[src/pkg/olt_map.vh]
// Register map, field positions, reset values and timing of the loop-back block
`ifndef OLT_MAP_VH
`define OLT_MAP_VH

// ----------------------------------------------------------------------
// Register indices (byte address is four times the index)
// ----------------------------------------------------------------------
`define OLT_IDX_MODE_SETUP 8'h40
`define OLT_IDX_MAINT_CTRL 8'h43
`define OLT_IDX_COUNT_SETUP 8'h44
`define OLT_IDX_PATTERN_SEL 8'h45
`define OLT_IDX_BAD_CHECK 8'h46
`define OLT_IDX_REPLY_LOST 8'h47
`define OLT_IDX_STATION_0 8'h52
`define OLT_IDX_STATION_5 8'h57
`define OLT_IDX_IRQ_STATUS 8'h60
`define OLT_IDX_IRQ_MASK 8'h61

// ----------------------------------------------------------------------
// Maintenance control fields
// ----------------------------------------------------------------------
`define OLT_BIT_SW_RESET 4
`define OLT_BIT_REMOTE_EN 3
`define OLT_BIT_LINK_PASS 2
`define OLT_BIT_FIBER_TX_DIS 1
`define OLT_BIT_PHY_RESET 0

// Interrupt status fields
`define OLT_IRQ_RUN_DONE 0
`define OLT_IRQ_BAD_CHECK 1
`define OLT_IRQ_REPLY_LOST 2
`define OLT_IRQ_WIDTH 3

// ----------------------------------------------------------------------
// Reset values and limits
// ----------------------------------------------------------------------
`define OLT_RST_COUNT_SETUP 8'h07
`define OLT_RST_PATTERN_SEL 8'h00
`define OLT_MAX_FRAMES 8'h64
`define OLT_COUNT_MAX 8'hFF

// Pattern codes
`define OLT_PAT_64_UNI_55AA 8'h00
`define OLT_PAT_1518_UNI_55AA 8'h01
`define OLT_PAT_64_UNI_55AA_B 8'h02
`define OLT_PAT_1518_BC_55AA 8'h04
`define OLT_PAT_64_BC_55AA 8'h08
`define OLT_PAT_1518_UNI_0F0F 8'h10
`define OLT_PAT_64_UNI_0F0F 8'h20
`define OLT_PAT_1518_BC_0F0F 8'h40
`define OLT_PAT_1518_BC_FF00 8'h80

// Frame layout: lengths exclude the four check bytes added by the MAC
`define OLT_SHORT_LEN 11'd60
`define OLT_LONG_LEN 11'd1514
`define OLT_TYPE_LENGTH 16'h0800
`define OLT_HDR_LEN 11'd14

// ----------------------------------------------------------------------
// Timing
// ----------------------------------------------------------------------
`define OLT_CLK_MHZ 10
`define OLT_REPLY_TIMEOUT_US 1000
`define OLT_REPLY_TIMEOUT_CYC (`OLT_REPLY_TIMEOUT_US * `OLT_CLK_MHZ)

`endif

[src/verilog/olt_top.v]
// Loop-back test control, result counters and AXI4-Lite register slave
//
// Decided for this implementation: the AXI4-Lite register port.
`include "olt_map.vh"

// Operation
// - Writing one to bit 4 resets sub-layer, MACs and fabric; self-clears.
// - Bit 3 one permits remote command access; zero refuses it; resets zero.
// - Terminal side with bit 2: fiber or center link loss silences copper.
// - Center side ignores bit 2; its reset value is the strap level.
// - Bit 1 floats the fiber transmit output; clearing restores transmit.
// - Writing one to bit 0 resets both PHYs, self-clears, keeps registers.
// - Center side powers bit 0 up as one until index 0x40 is written.
// - Writing zero to the count register clears the result counters.
// - Center side count from one to one hundred sends that many frames.
// - Count register resets to seven frames.
// - Codes 00, 01, 04 give 55AA frames of listed size and address.
// - Codes 10, 40, 80 long; 02, 08, 20 short variants of patterns.
// - Unicast destination is station address with last byte plus frame number; broadcast codes send to all-ones.
// - Source is station address; type/length is 0x0800.
// - Center side counts returned frames carrying a check error.
// - Center side counts frames not returned before the timeout.
module olt_top #(
  parameter REPLY_TIMEOUT_CYC = `OLT_REPLY_TIMEOUT_CYC
) (
  input wire aclk,
  input wire aresetn,
  input wire [31:0] s_axi_awaddr,
  input wire s_axi_awvalid,
  output reg s_axi_awready,
  input wire [31:0] s_axi_wdata,
  input wire [3:0] s_axi_wstrb,
  input wire s_axi_wvalid,
  output reg s_axi_wready,
  output reg [1:0] s_axi_bresp,
  output reg s_axi_bvalid,
  input wire s_axi_bready,
  input wire [31:0] s_axi_araddr,
  input wire s_axi_arvalid,
  output reg s_axi_arready,
  output reg [31:0] s_axi_rdata,
  output reg [1:0] s_axi_rresp,
  output reg s_axi_rvalid,
  input wire s_axi_rready,
  input wire center_side_mode,
  input wire link_pass_strap,
  input wire fiber_link_down,
  input wire center_copper_link_down,
  input wire reply_valid,
  input wire reply_bad_check,
  input wire tx_ready,
  output wire [7:0] tx_data,
  output wire tx_valid,
  output wire tx_last,
  output reg sublayer_reset,
  output reg phy_reset,
  output reg remote_command_enable,
  output reg copper_tx_disable,
  output reg copper_led_off,
  output reg fiber_tx_oe_n,
  output reg irq
);

localparam ST_IDLE = 2'd0;
localparam ST_SEND = 2'd1;
localparam ST_WAIT = 2'd2;

// ----------------------------------------------------------------------
// Pin synchronisers
// ----------------------------------------------------------------------
reg [3:0] pin_meta;
reg [3:0] pin_sync;
wire center_mode = pin_sync[0];
wire strap_level = pin_sync[1];
wire fiber_down = pin_sync[2];
wire copper_down = pin_sync[3];

// Two stages for every pin input
always @(posedge aclk) begin
  pin_meta <= {center_copper_link_down, fiber_link_down, link_pass_strap,
               center_side_mode};
  pin_sync <= pin_meta;
end

// ----------------------------------------------------------------------
// Register state
// ----------------------------------------------------------------------
reg remote_en;
reg link_pass_en;
reg fiber_tx_dis;
reg phy_hold;
reg [7:0] count_setup;
reg [7:0] pattern_sel;
reg [47:0] station;
reg [`OLT_IRQ_WIDTH-1:0] irq_status;
reg [`OLT_IRQ_WIDTH-1:0] irq_mask;
reg [`OLT_IRQ_WIDTH-1:0] irq_event;

// Write channel capture
reg aw_held;
reg w_held;
reg [7:0] aw_idx;
reg [7:0] w_byte;
reg w_lane0;
wire wr_fire = aw_held && w_held && !s_axi_bvalid;
wire wr_en = wr_fire && w_lane0;
wire [7:0] rd_idx = s_axi_araddr[9:2];
wire sw_reset_wr = wr_en && aw_idx == `OLT_IDX_MAINT_CTRL &&
                   w_byte[`OLT_BIT_SW_RESET];
wire count_wr = wr_en && aw_idx == `OLT_IDX_COUNT_SETUP;

// Mapped index check
function mapped;
  input [7:0] idx;
  begin
    mapped = idx == `OLT_IDX_MODE_SETUP || idx == `OLT_IDX_MAINT_CTRL ||
             (idx >= `OLT_IDX_COUNT_SETUP && idx <= `OLT_IDX_REPLY_LOST) ||
             (idx >= `OLT_IDX_STATION_0 && idx <= `OLT_IDX_STATION_5) ||
             idx == `OLT_IDX_IRQ_STATUS || idx == `OLT_IDX_IRQ_MASK;
  end
endfunction

// ----------------------------------------------------------------------
// AXI4-Lite write path
// ----------------------------------------------------------------------
always @(posedge aclk) begin
  if (!aresetn) begin
    aw_held <= 1'b0;
    w_held <= 1'b0;
    aw_idx <= 8'h00;
    w_byte <= 8'h00;
    w_lane0 <= 1'b0;
    s_axi_awready <= 1'b0;
    s_axi_wready <= 1'b0;
    s_axi_bvalid <= 1'b0;
    s_axi_bresp <= 2'b00;
  end else begin
    s_axi_awready <= !aw_held && !s_axi_awready && s_axi_awvalid;
    s_axi_wready <= !w_held && !s_axi_wready && s_axi_wvalid;
    if (s_axi_awvalid && s_axi_awready) begin
      aw_held <= 1'b1;
      aw_idx <= s_axi_awaddr[9:2];
    end
    if (s_axi_wvalid && s_axi_wready) begin
      w_held <= 1'b1;
      w_byte <= s_axi_wdata[7:0];
      w_lane0 <= s_axi_wstrb[0];
    end
    if (wr_fire) begin
      aw_held <= 1'b0;
      w_held <= 1'b0;
      s_axi_bvalid <= 1'b1;
      s_axi_bresp <= mapped(aw_idx) ? 2'b00 : 2'b10;
    end else if (s_axi_bvalid && s_axi_bready) begin
      s_axi_bvalid <= 1'b0;
    end
  end
end

// ----------------------------------------------------------------------
// Loop-back sequencer state
// ----------------------------------------------------------------------
reg [1:0] state;
reg [7:0] frames_left;
reg [7:0] da_last;
reg [15:0] wait_cnt;
reg gen_start;
wire gen_done;
wire [7:0] bad_count;
wire [7:0] lost_count;
wire hold_rst = !aresetn || sublayer_reset;
wire clear_results = count_wr && w_byte == 8'h00;
wire reply_ok = state == ST_WAIT && reply_valid;
wire reply_timeout = state == ST_WAIT && !reply_valid &&
                     wait_cnt == REPLY_TIMEOUT_CYC[15:0] - 16'd1;
wire start_run = count_wr && center_mode && state == ST_IDLE &&
                 w_byte != 8'h00 && w_byte <= `OLT_MAX_FRAMES;

// Sequence frames: send, then wait for a return or the timeout
always @(posedge aclk) begin
  irq_event <= {`OLT_IRQ_WIDTH{1'b0}};
  gen_start <= 1'b0;
  if (hold_rst) begin
    state <= ST_IDLE;
    frames_left <= 8'h00;
    da_last <= 8'h00;
    wait_cnt <= 16'd0;
  end else begin
    case (state)
      ST_IDLE: begin
        if (start_run) begin
          frames_left <= w_byte;
          da_last <= station[7:0] + 8'h01;
          gen_start <= 1'b1;
          state <= ST_SEND;
        end
      end
      ST_SEND: begin
        wait_cnt <= 16'd0;
        if (gen_done) begin
          state <= ST_WAIT;
        end
      end
      ST_WAIT: begin
        wait_cnt <= wait_cnt + 16'd1;
        if (reply_ok || reply_timeout) begin
          irq_event[`OLT_IRQ_BAD_CHECK] <= reply_ok && reply_bad_check;
          irq_event[`OLT_IRQ_REPLY_LOST] <= reply_timeout;
          if (frames_left == 8'h01) begin
            irq_event[`OLT_IRQ_RUN_DONE] <= 1'b1;
            frames_left <= 8'h00;
            state <= ST_IDLE;
          end else begin
            frames_left <= frames_left - 8'h01;
            da_last <= da_last + 8'h01;
            gen_start <= 1'b1;
            state <= ST_SEND;
          end
        end
      end
      default: begin
        state <= ST_IDLE;
      end
    endcase
  end
end

// Frame stream toward the fiber MAC
olt_frame_gen u_gen (
  .aclk(aclk),
  .hold_rst(hold_rst),
  .start(gen_start),
  .station(station),
  .da_last(da_last),
  .pattern(pattern_sel),
  .tx_ready(tx_ready),
  .tx_data(tx_data),
  .tx_valid(tx_valid),
  .tx_last(tx_last),
  .done(gen_done)
);

// Result counters, cleared by a zero count write or sub-layer reset
olt_sat_counter u_bad (
  .aclk(aclk),
  .clear(hold_rst || clear_results),
  .bump(reply_ok && reply_bad_check),
  .count(bad_count)
);

olt_sat_counter u_lost (
  .aclk(aclk),
  .clear(hold_rst || clear_results),
  .bump(reply_timeout),
  .count(lost_count)
);

// ----------------------------------------------------------------------
// Control and setup registers
// ----------------------------------------------------------------------
always @(posedge aclk) begin
  if (!aresetn) begin
    remote_en <= 1'b0;
    link_pass_en <= strap_level;
    fiber_tx_dis <= 1'b0;
    phy_hold <= center_mode;
    count_setup <= `OLT_RST_COUNT_SETUP;
    pattern_sel <= `OLT_RST_PATTERN_SEL;
    station <= 48'h000000000000;
    irq_mask <= {`OLT_IRQ_WIDTH{1'b0}};
    irq_status <= {`OLT_IRQ_WIDTH{1'b0}};
  end else begin
    // Sticky status; a new event beats a clear in the same cycle
    irq_status <= (irq_status & ~((wr_en &&
                   aw_idx == `OLT_IDX_IRQ_STATUS) ?
                   w_byte[`OLT_IRQ_WIDTH-1:0] : {`OLT_IRQ_WIDTH{1'b0}}))
                  | irq_event;
    if (wr_en && aw_idx == `OLT_IDX_MODE_SETUP) begin
      phy_hold <= 1'b0;
    end
    if (wr_en) begin
      case (aw_idx)
        `OLT_IDX_MAINT_CTRL: begin
          remote_en <= w_byte[`OLT_BIT_REMOTE_EN];
          link_pass_en <= w_byte[`OLT_BIT_LINK_PASS];
          fiber_tx_dis <= w_byte[`OLT_BIT_FIBER_TX_DIS];
        end
        `OLT_IDX_COUNT_SETUP: count_setup <= w_byte;
        `OLT_IDX_PATTERN_SEL: pattern_sel <= w_byte;
        `OLT_IDX_IRQ_MASK: irq_mask <= w_byte[`OLT_IRQ_WIDTH-1:0];
        default: begin
          if (aw_idx >= `OLT_IDX_STATION_0 &&
              aw_idx <= `OLT_IDX_STATION_5) begin
            station[8'd47 - {aw_idx[2:0] - 3'd2, 3'b000} -: 8] <= w_byte;
          end
        end
      endcase
    end
  end
end

// ----------------------------------------------------------------------
// Output drive
// ----------------------------------------------------------------------
wire phy_pulse = wr_en && aw_idx == `OLT_IDX_MAINT_CTRL &&
                 w_byte[`OLT_BIT_PHY_RESET];
wire silence = !center_mode && link_pass_en &&
               (fiber_down || copper_down);

always @(posedge aclk) begin
  if (!aresetn) begin
    sublayer_reset <= 1'b0;
    phy_reset <= 1'b0;
    remote_command_enable <= 1'b0;
    copper_tx_disable <= 1'b0;
    copper_led_off <= 1'b0;
    fiber_tx_oe_n <= 1'b0;
    irq <= 1'b0;
  end else begin
    sublayer_reset <= sw_reset_wr;
    phy_reset <= phy_pulse || phy_hold;
    remote_command_enable <= remote_en;
    copper_tx_disable <= silence;
    copper_led_off <= silence;
    fiber_tx_oe_n <= fiber_tx_dis;
    irq <= |(irq_status & irq_mask);
  end
end

// ----------------------------------------------------------------------
// AXI4-Lite read path
// ----------------------------------------------------------------------
reg [7:0] rd_byte;

// Read multiplexer; unmapped indices read zero
always @* begin
  rd_byte = 8'h00;
  case (rd_idx)
    `OLT_IDX_MAINT_CTRL: rd_byte = {5'b00000, remote_en, link_pass_en,
                                    fiber_tx_dis} << 1 | {7'd0, phy_hold};
    `OLT_IDX_COUNT_SETUP: rd_byte = count_setup;
    `OLT_IDX_PATTERN_SEL: rd_byte = pattern_sel;
    `OLT_IDX_BAD_CHECK: rd_byte = bad_count;
    `OLT_IDX_REPLY_LOST: rd_byte = lost_count;
    `OLT_IDX_IRQ_STATUS: rd_byte = {5'b00000, irq_status};
    `OLT_IDX_IRQ_MASK: rd_byte = {5'b00000, irq_mask};
    default: begin
      if (rd_idx >= `OLT_IDX_STATION_0 && rd_idx <= `OLT_IDX_STATION_5) begin
        rd_byte = station[8'd47 - {rd_idx[2:0] - 3'd2, 3'b000} -: 8];
      end
    end
  endcase
end

// Address taken and answered one cycle later
always @(posedge aclk) begin
  if (!aresetn) begin
    s_axi_arready <= 1'b0;
    s_axi_rvalid <= 1'b0;
    s_axi_rdata <= 32'h00000000;
    s_axi_rresp <= 2'b00;
  end else begin
    s_axi_arready <= !s_axi_rvalid && !s_axi_arready && s_axi_arvalid;
    if (s_axi_arvalid && s_axi_arready) begin
      s_axi_rvalid <= 1'b1;
      s_axi_rdata <= {24'h000000, rd_byte};
      s_axi_rresp <= mapped(rd_idx) ? 2'b00 : 2'b10;
    end else if (s_axi_rvalid && s_axi_rready) begin
      s_axi_rvalid <= 1'b0;
    end
  end
end

endmodule

[src/verilog/olt_sat_counter.v]
// Eight-bit result counter that sticks at its top value
`include "olt_map.vh"
module olt_sat_counter (
  input wire aclk,
  input wire clear,
  input wire bump,
  output reg [7:0] count
);

// Clear has priority; sticks at the top value
always @(posedge aclk) begin
  if (clear) begin
    count <= 8'h00;
  end else if (bump && count != `OLT_COUNT_MAX) begin
    count <= count + 8'h01;
  end
end

endmodule

[src/verilog/olt_frame_gen.v]
// Byte stream generator for one loop-back test frame
`include "olt_map.vh"
module olt_frame_gen (
  input wire aclk,
  input wire hold_rst,
  input wire start,
  input wire [47:0] station,
  input wire [7:0] da_last,
  input wire [7:0] pattern,
  input wire tx_ready,
  output reg [7:0] tx_data,
  output reg tx_valid,
  output reg tx_last,
  output reg done
);

reg [10:0] idx;
reg [10:0] len;
reg bcast;
reg [15:0] fill;
reg [7:0] next_byte;
reg [47:0] da;
reg load;
wire [15:0] type_len = `OLT_TYPE_LENGTH;

// ----------------------------------------------------------------------
// Byte selection
// ----------------------------------------------------------------------
// Header first, then the two-byte fill pattern repeated
always @* begin
  da = bcast ? 48'hFFFFFFFFFFFF : {station[47:8], da_last};
  next_byte = idx[0] ? fill[7:0] : fill[15:8];
  if (idx < 11'd6) begin
    next_byte = da[8'd47 - {idx[2:0], 3'b000} -: 8];
  end else if (idx < 11'd12) begin
    next_byte = station[8'd95 - {idx[3:0], 3'b000} -: 8];
  end else if (idx == 11'd12) begin
    next_byte = type_len[15:8];
  end else if (idx == 11'd13) begin
    next_byte = type_len[7:0];
  end
end

// ----------------------------------------------------------------------
// Pattern decode and stream sequencing
// ----------------------------------------------------------------------
always @(posedge aclk) begin
  done <= 1'b0;
  load <= 1'b0;
  if (hold_rst) begin
    tx_valid <= 1'b0;
    tx_last <= 1'b0;
    tx_data <= 8'h00;
    idx <= 11'd0;
    len <= `OLT_SHORT_LEN;
    bcast <= 1'b0;
    fill <= 16'h55AA;
  end else if (start && !tx_valid) begin
    idx <= 11'd0;
    case (pattern)
      `OLT_PAT_1518_UNI_55AA: begin
        len <= `OLT_LONG_LEN; bcast <= 1'b0; fill <= 16'h55AA;
      end
      `OLT_PAT_1518_BC_55AA: begin
        len <= `OLT_LONG_LEN; bcast <= 1'b1; fill <= 16'h55AA;
      end
      `OLT_PAT_64_BC_55AA: begin
        len <= `OLT_SHORT_LEN; bcast <= 1'b1; fill <= 16'h55AA;
      end
      `OLT_PAT_1518_UNI_0F0F: begin
        len <= `OLT_LONG_LEN; bcast <= 1'b0; fill <= 16'h0F0F;
      end
      `OLT_PAT_64_UNI_0F0F: begin
        len <= `OLT_SHORT_LEN; bcast <= 1'b0; fill <= 16'h0F0F;
      end
      `OLT_PAT_1518_BC_0F0F: begin
        len <= `OLT_LONG_LEN; bcast <= 1'b1; fill <= 16'h0F0F;
      end
      `OLT_PAT_1518_BC_FF00: begin
        len <= `OLT_LONG_LEN; bcast <= 1'b1; fill <= 16'hFF00;
      end
      default: begin
        len <= `OLT_SHORT_LEN; bcast <= 1'b0; fill <= 16'h55AA;
      end
    endcase
    load <= 1'b1;
    tx_last <= 1'b0;
  end else if (load) begin
    tx_valid <= 1'b1;
    tx_data <= next_byte; // Load first byte after decode settles
    idx <= 11'd1;
  end else if (tx_valid && tx_ready) begin
    if (tx_last) begin
      tx_valid <= 1'b0;
      tx_last <= 1'b0;
      done <= 1'b1;
      idx <= 11'd0;
    end else begin
      tx_data <= next_byte;
      tx_last <= (idx == len - 11'd1);
      idx <= idx + 11'd1;
    end
  end
end

endmodule

[config.mk]
export PLATFORM = sky130hd
export DESIGN_NAME = olt_top
export DESIGN_NICKNAME = d
export VERILOG_FILES = /design/src/verilog/olt_top.v /design/src/verilog/olt_sat_counter.v /design/src/verilog/olt_frame_gen.v
export VERILOG_INCLUDE_DIRS = /design/src /design/src/pkg
export SDC_FILE = /design/constraint.sdc
export NUM_CORES = 1
export LEC_CHECK = 0
export BUFFER_PORTS_ARGS = -buffer_cell sky130_fd_sc_hd__clkbuf_2
export CELL_PAD_IN_SITES_DETAIL_PLACEMENT = 1
export CELL_PAD_IN_SITES_GLOBAL_PLACEMENT = 2
export CORE_MARGIN = 4
export CORE_UTILIZATION = 39
export CTS_BUF_LIST = sky130_fd_sc_hd__clkbuf_8
export CTS_CLUSTER_SIZE = 28
export DETAILED_ROUTE_END_ITERATION = 10
export PLACE_DENSITY_LB_ADDON = 0.1
export SETUP_SLACK_MARGIN = 0.15
export SLEW_MARGIN = 20
export SYNTH_ARGS = -nofsm -noshare
export SYNTH_HDL_FRONTEND = slang
export SYNTH_HIERARCHICAL = 1
export SYNTH_SLANG_ARGS = --single-unit
[constraint.sdc]
create_clock -name aclk -period 5.45 [get_ports aclk]
set_input_delay 0.2725 -clock aclk [delete_from_list [all_inputs] [get_ports aclk]]
set_output_delay 0.2725 -clock aclk [all_outputs]
set_load 0.03 [all_outputs]
Word level (Yosys, flattened, before mapping) --
Cells that the tools add are included.
Storage, ports and cells: register bits 229, input port bits 114, output and inout port bits 58, word-level logic and storage cells 280
Operators by class: add/subtract/negate cells 15, order comparisons 11, equal/unequal tests 38, shift-type cells 5, muxes and demuxes 55, bitwise gates (word level) 12, reduce and logical (&&, ||, !) cells 96
Operators with widths (number):
- $shiftx A55 B9 Y8 | 3
- $eq A8 B7 Y1 const B | 15
- $mux W8 | 15
- $pmux W16 S2 | 2
- $pmux W8 S7 | 1
- $shift A8 B10 Y55 const A | 1
- $shiftx A8 B10 Y55 | 1
- $bwmux W48 | 1
- $mux W48 | 1
- $le A8 B7 Y1 const B | 5
- $logic_and A1 B1 Y1 | 39
- $add A8 B1 Y8 const B | 4
- $ge A8 B7 Y1 const B | 4
- $pmux W8 S2 | 2
- $mux W1 | 23
- $eq A11 B4 Y1 const B | 2
- $mux W11 | 2
- $sub A6 B6 Y7 const A | 3
- $add A16 B1 Y16 const B | 1
- $eq A16 B14 Y1 const B | 1
- $eq A8 B1 Y1 const B | 2
- $ne A8 B8 Y1 const B | 2
- $logic_or A1 B1 Y1 | 15
- $reduce_and A3 Y1 | 5
- other kinds (38) | 82

Depth between registers and ports, before layout --
Gate-level depths: netlist (run 1).
depth in word-level cells 10, gate-level depth with buffers 12, depth with buffers taken out 9

By module --
The synthesis (run 1) kept the hierarchy.
By module, submodules not included:
- olt_top | times used 1, cells each 895, area an instance 8011.4 um2, seq. area each 3223.1 um2
- olt_frame_gen | times used 1, cells each 299, area an instance 2329.7 um2, seq. area each 640.6 um2
- olt_sat_counter | times used 2, cells each 46, area an instance 430.4 um2, seq. area each 160.2 um2

Worst setup path after synthesis (run 1) --
OpenSTA, ideal clock, no wires.
path kind reg2reg, start register aw_idx[1], end register u_bad.count[0], library setup time 0.121 ns, arrival 2.890 ns, data required time 5.329 ns, slack 2.439 ns, stages on the path, launching flop included 10, path buffers 2, clock period less this slack 3.011 ns, cell sequence dfxtp_1 > clkbuf_1 > inv_1 > ha_1 > nor2b_1 > nand4b_1 > clkbuf_1 > o21ai_0 > and2b_2 > mux2_4
Between the ends: word-level cells in the longest chain between the ends 4
Ends and longest elaborated chain:
- start: declaration | line olt_top.v:102 | reg [7:0] aw_idx;
- start signal: assignment | line olt_top.v:142 | aw_idx <= s_axi_awaddr[9:2];
- $eq A8 B7 Y1
- $logic_and A1 B1 Y1 (no line)
- $logic_and A1 B1 Y1 | line olt_top.v:172 | wire clear_results = count_wr && w_byte == 8'h00;
- $logic_or A1 B1 Y1 | line olt_top.v:246 | .clear(hold_rst || clear_results),
- end signal: assignment | line olt_sat_counter.v:15 | count <= count + 8'h01;
- end: declaration | line olt_sat_counter.v:7 | output reg [7:0] count
Every way passes these cells. A chain may end at the register's enable or synchronous reset.

Final worst setup path (run 1) --
start register aw_idx[1], end register u_lost.count[0]
Between the ends: word-level cells in the longest chain between the ends 4
Ends and longest elaborated chain:
- $eq A8 B7 Y1
- $logic_and A1 B1 Y1 (no line)
- $logic_and A1 B1 Y1 | line olt_top.v:172
- $logic_or A1 B1 Y1 | line olt_top.v:253 | .clear(hold_rst || clear_results),
- end signal: assignment | line olt_sat_counter.v:15
- end: declaration | line olt_sat_counter.v:7
Every way passes these cells.

==> flow_metrics.tcl, run 1 <==
set metrics [dict create \
    fin_crit_sh_pct 54.7 \
    synth.ff_latch_count 208 \
    skew_ns 0.0233 \
    final_nets 1496 \
    finalWirelength_mm 33.6 \
    final_cell_mix "dfxtp_1 (205), nand2_1 (125), nor2_1 (96), mux2i_1 (96), a21oi_1 (84)" \
    required_ns 5.86 \
    mostFrequentLayoutCell "dfxtp_1" \
    arrival_ns 3.39 \
    synth_top_family_by_area "simple AND/OR/NAND/NOR gates" \
    dieHeight_um 177 \
    tightest_slew_ns 0.996 \
    firstDrtPassIters 5 \
    slew_headroom_pct 33.4 \
    yosysTopAreaCell "dfxtp_1" \
    postSynth.asyncResetShare_pct 0 \
    dpl.hpwl_mm 23.4 \
    crit_type "reg -> reg" \
    fp-row-count 61 \
    gp_congestion 0.796 \
    hold_viol_final 0 \
    area_growth_syn_to_layout_pct 13.4 \
    cts_max_path_buffers 3 \
    cts_inserted_buffers 39 \
    slowest_stage "nand4b_1" \
    vias 9493 \
    antenna_left 0 \
    grt_pass1_vias 9580 \
    drc 0 \
    critPathMaxStageDelay_ns 0.71 \
    synth-compound-area-share_pct 16.8 \
    total_power_mw 3.26 \
    antenna_cells 0 \
    cp-end-kind "flop" \
    power_density_mw_per_mm2 256 \
    postSynthCellCount 1286 \
    grt_pass1_wl_mm 53.3 \
    ys_seq_area_share_pct 37.4 \
    grt_usage_pct 21.0 \
    portBuffers 70 \
    outcome "completed" \
    cts.sinks 208 \
    min_path_type "in -> reg" \
    synthXorXnorAreaFrac_pct 2.11 \
    chipWidth_um 177 \
    tns_ns 0 \
    synth.distinct_cells 85 \
    ir_worst_vdd_mv 0.148 \
    synth_area_mm2 0.0112 \
    synth_edf_count 2 \
    die_area_mm2 0.0315 \
    path_clk_slew_ns 0.06 \
    rsz0062_at_grt "no" \
    power.leakage_nw 4.94 \
    finalSetupViolCount 0 \
    synth_simple_gate_area_share_pct 23.6 \
    yosysWarnings 6 \
    drv_slew 0 \
    cts-root-buf "clkbuf_8" \
    synth_area_per_cell_um2 8.71 \
    antenna_found_initial 0 \
    max_freq_mhz 335 \
    crit_fanout 16 \
    drive_gt1_share_pct 13.4 \
    core_area_mm2 0.0281 \
    grt_overflow 0 \
    io_pins 172 \
    synth_fa_ha_area_share_pct 2.68 \
    wl_per_cell_um 19.0 \
    nFillCells 3369 \
    finalCriticalPeriod_ns 2.98 \
    via_per_inst 5.38 \
    grt_start_max_net_pins 117 \
    start_util_pct 39.9 \
    cts_tree "built" \
    htreeDepth 2 \
    drv_cap 0 \
    drtIter0Drc 488 \
    synth.area.mux_share_pct 12.0 \
    clock_latency_ns 0.54 \
    path_cells "inv_1, ha_1, nor2b_1, nand4b_1, o21ai_1, buf_4, and2b_2, mux2_4" \
    yosys.area.top_type_share_pct 36.8 \
    cts_setup_buffers 0 \
    yosys-top-cells-area "dfxtp_1 (37%), mux2i_1 (8.6%), nand2_1 (4.2%)" \
    cp-start-kind "flop" \
    synth-main-ff-cell "dfxtp_1" \
]
## sequential cells by signal, summed over array words and instances, names as in the netlist, 2 cells and up
| register | cells |
|---|---|
| station | 48 |
| wait_cnt | 16 |
| u_gen/idx | 11 |
| aw_idx | 8 |
| count_setup | 8 |
| da_last | 8 |
| frames_left | 8 |
| pattern_sel | 8 |
| s_axi_rdata | 8 |
| u_bad/count | 8 |
| u_gen/tx_data | 8 |
| u_lost/count | 8 |
| w_byte | 8 |
| u_gen/fill | 6 |
| pin_meta | 4 |
| pin_sync | 4 |
| irq_event | 3 |
| irq_mask | 3 |
| irq_status | 3 |
| state | 2 |
| u_gen/len | 2 |
## worst max-delay path: cells and delay by family (launching register included)
| kind | cells | cell delay (ns) |
|---|---|---|
| multiplexers | 1 | 0.26 |
| flip-flops | 1 | 0.44 |
| buffers and inverters | 2 | 0.47 |
| AO/OA/AOI/OAI | 1 | 0.36 |
| AND/OR/NAND/NOR | 3 | 1.10 |
| adder cells (fa/ha/maj) | 1 | 0.21 |
## Yosys cell counts, types with 11 or more instances
library cell	number
and2_1	13
inv_1	27
nand3_1	38
nand2_1	125
a31oi_1	11
o21ai_0	45
ha_1	24
buf_4	29
clkbuf_1	47
o21ai_1	12
nor2_1	96
nand4_1	14
mux2_2	13
a21boi_0	32
mux2i_1	96
a311oi_1	11
a22oi_1	15
and3_1	14
dfxtp_1	206
nor3_1	30
a21oi_1	84
nand2b_1	18
a211oi_1	17
nor2b_1	74
xor2_1	19
o22ai_1	12
## final timing paths
kind	cells past startpoint	to	slack, ns	startpoint
max	8	u_lost/count[0]	2.47	aw_idx[1]
min	2	s_axi_awready	0.13	s_axi_awvalid
max reg2reg	8	u_lost/count[0]	2.47	aw_idx[1]
min reg2reg	0	pin_sync[2]	0.33	pin_meta[2]
## metal layers
metal / GRT usage, % / vias up / share of wire, %
li1: - / 4696 / -
met4: 4.51 / 0 / 1.6
met5: 0 / - / 0
met3: 3.32 / 42 / 4.3
met2: 33.8 / 174 / 46
met1: 29.7 / 4581 / 49
## layout make-up
cell class                      instances  area (um2)  area share (%)
Clock buffer                           51         702            5.52
Clock inverter                         18        77.6           0.611
Inverter                               29         109           0.857
Multi-Input combinational cell        977        6500            51.1
Sequential cell                       208        4190            32.9
Tap cell                              378         473            3.72
Timing Repair Buffer                  103         663            5.22
## cell families (layout without fill, tap and decap cells)
logic type | count (synthesis) | after routing
AO/OA/AOI/OAI | 290 | 290
XOR/XNOR | 27 | 27
adder cells (fa/ha/maj) | 24 | 24
buffers and inverters | 126 | 201
flip-flops | 208 | 208
multiplexers | 121 | 121
other | 1 | 26
AND/OR/NAND/NOR | 489 | 489
## report_power, final
group	internal, mW	switching [mW]	total [mW]
Sequential	1.54	0.0210	1.56
Clock	0.835	0.680	1.51
Combinational	0.0666	0.115	0.182
Total	2.44	0.816	3.26
## stage by stage
| stage | cells | hold WS, ns | worst slack, ns | cell area, um2 | util, % |
|---|---|---|---|---|---|
| finish | 1764 | 0.129 | 2.47 | 12700 | 45.2 |
| global route | 1764 | 0.105 | 2.20 | 12700 | 45.2 |
| CTS | 1764 | 0.0972 | 2.46 | 12700 | 45.2 |
| detailed placement | 1669 | 0.320 | 2.48 | 11700 | 41.5 |
| global placement | 1669 | 0.315 | 2.48 | 11700 | 41.5 |
| floorplan | 1311 | 0.300 | 2.44 | 11300 | - |
## what timing repair did
item                      CTS  global route
resized for setup           0             0
hold buffers               26             0
hold endpoints to repair   26             0
Note: power is estimated with default switching activity, not from simulation.
==> run 2, diff against run 1 <==
CORE_UTILIZATION = 36   (was 39)
clock period = 3.1 ns   (was 5.45 ns; I/O delays follow)
==> run 2 against run 1 <==
Against the previous run:
- power increased by 79%
- die area increased by 8.0%
- flip-flop and latch count unchanged
- sequential share of layout area fell by 0.83 points
- cell count rose by 2.9%
- critical path type unchanged
- via count increased by 2.2%
==> flow_metrics.tcl, run 2 (same netlist as run 1, synthesis figures left out) <==
set metrics [dict create \
    outcome "completed" \
    grt_start_max_net_pins 117 \
    cp-end-kind "flop" \
    grt_pass1_vias 10000 \
    area_growth_syn_to_layout_pct 16.4 \
    clock_latency_ns 0.55 \
    via_per_inst 5.34 \
    min_path_type "in -> reg" \
    antenna_cells 0 \
    cts-root-buf "clkbuf_8" \
    power_density_mw_per_mm2 447 \
    met3_length_mm 1.32 \
    wl_per_cell_um 18.8 \
    mostFrequentLayoutCell "dfxtp_1" \
    antenna_left 0 \
    cts_max_path_buffers 3 \
    cts.sinks 208 \
    firstDrtPassIters 5 \
    stdcell_area_mm2 0.0130 \
    arrival_ns 2.98 \
    cts_inserted_buffers 40 \
    core_area_mm2 0.0307 \
    ir_worst_vdd_mv 0.283 \
    required_ns 3.58 \
    finalWirelength_mm 34.1 \
    fin_crit_sh_pct 80.6 \
    chipWidth_um 184 \
    finalCriticalPeriod_ns 2.50 \
    reg2regPathDepth 8 \
    placed_cell_area_mm2 0.0119 \
    power.leakage_nw 5.08 \
    max_freq_mhz 400 \
    largest_register_ffs 48 \
    drive_gt1_share_pct 15.4 \
    vias 9700 \
    holdBufCountCts 35 \
    cts_setup_buffers 0 \
    path_clk_slew_ns 0.06 \
    hold_viol_final 0 \
    cts_tree "built" \
    drtIter0Drc 434 \
    grt_pass1_wl_mm 55.0 \
    crit_fanout 8 \
    grt_usage_pct 20.1 \
    timing.hold.ws_ns 0.0406 \
    tns_ns 0 \
    final_cell_mix "dfxtp_1 (205), nand2_1 (125), nor2_1 (96), mux2i_1 (96), a21oi_1 (84)" \
    crit_type "reg -> reg" \
    finalSetupViolCount 0 \
    dieHeight_um 184 \
    drv_cap 0 \
    drv_slew 0 \
    top_layer_used "met4" \
    gp_congestion 0.788 \
    skew_ns 0.0231 \
    wl_met2_mm 15.9 \
    tightest_slew_ns 1.00 \
    total_power_mw 5.82 \
    cp-start-kind "flop" \
    drc 0 \
    slew_headroom_pct 33.2 \
    regMostFlops "station" \
    fp-row-count 64 \
    post_cts_resized 0 \
    portBuffers 70 \
    final_nets 1531 \
    antenna_found_initial 0 \
    htreeDepth 2 \
    largestRegisters "station (48), wait_cnt (16), u_gen/idx (11)" \
    rsz0062_at_grt "no" \
    die_area_mm2 0.0340 \
    nFillCells 3638 \
    start_util_pct 36.5 \
    met1Wirelength_mm 16.2 \
    io_pins 172 \
    dpl.hpwl_mm 24.4 \
    whs_path_depth 4 \
    grt_overflow 0 \
    post-route-util_pct 42.5 \
]
-- run 2: cell types whose count changed in the layout (fill, tap and decap cells not counted), sizes merged --
cell | before | now
buf | 7 | 32
clkinv | 1 | 5
inv | 45 | 38
dlygate4sd3 | 26 | 35
clkbuf | 121 | 123
-- run 2: path summary, 6_finish.rpt --
kind / start / end / slack [ns]
worst max-delay path: state[1] / da_last[0] / 0.60
worst min-delay path: tx_ready / u_gen/tx_valid / 0.04
worst max register to register: state[1] / da_last[0] / 0.60
worst min register to register: pin_meta[1] / pin_sync[1] / 0.33
-- run 2: worst max-delay path: stages, from the launching register on --
cell and delay [ns]:
dfxtp_1 0.34, inv_1 0.12, ha_1 0.29, nand2_1 0.09, a211o_1 0.33, o31ai_1 0.45
and2_1 0.45, mux2i_1 0.23, and2_1 0.14
-- run 2: final cells by class --
type | instances | area (um2) | area share [%]
well taps | 396 | 495 | 3.80
multi-input cells | 977 | 6500 | 49.8
flip-flops and latches | 208 | 4190 | 32.1
clock inverters | 15 | 78.8 | 0.605
repair buffers | 137 | 941 | 7.22
inverters | 29 | 109 | 0.835
clock buffers | 53 | 729 | 5.60
-- run 2: layer usage --
metal,up-vias,global-route usage [%]
li1,4767,-
met1,4730,27.3
met2,160,33.6
met3,43,3.06
met4,0,4.94
met5,-,0
-- run 2: power by group --
group / internal (mW) / total [mW] / leakage [nW] / switching [mW]
clock network: 1.53 / 2.75 / 0.449 / 1.22
logic: 0.128 / 0.350 / 2.94 / 0.221
registers: 2.70 / 2.72 / 1.69 / 0.0208
-- run 2: through the flow --
| stage | cells | worst slack (ns) |
|---|---|---|
| 6_report | 1815 | 0.603 |
| 5_1_grt | 1815 | 0.327 |
| 4_1_cts | 1815 | 0.534 |
| 3_5_place_dp | 1712 | 0.571 |
| 3_3_place_gp | 1712 | 0.644 |
| 2_1_floorplan | 1311 | 0.383 |
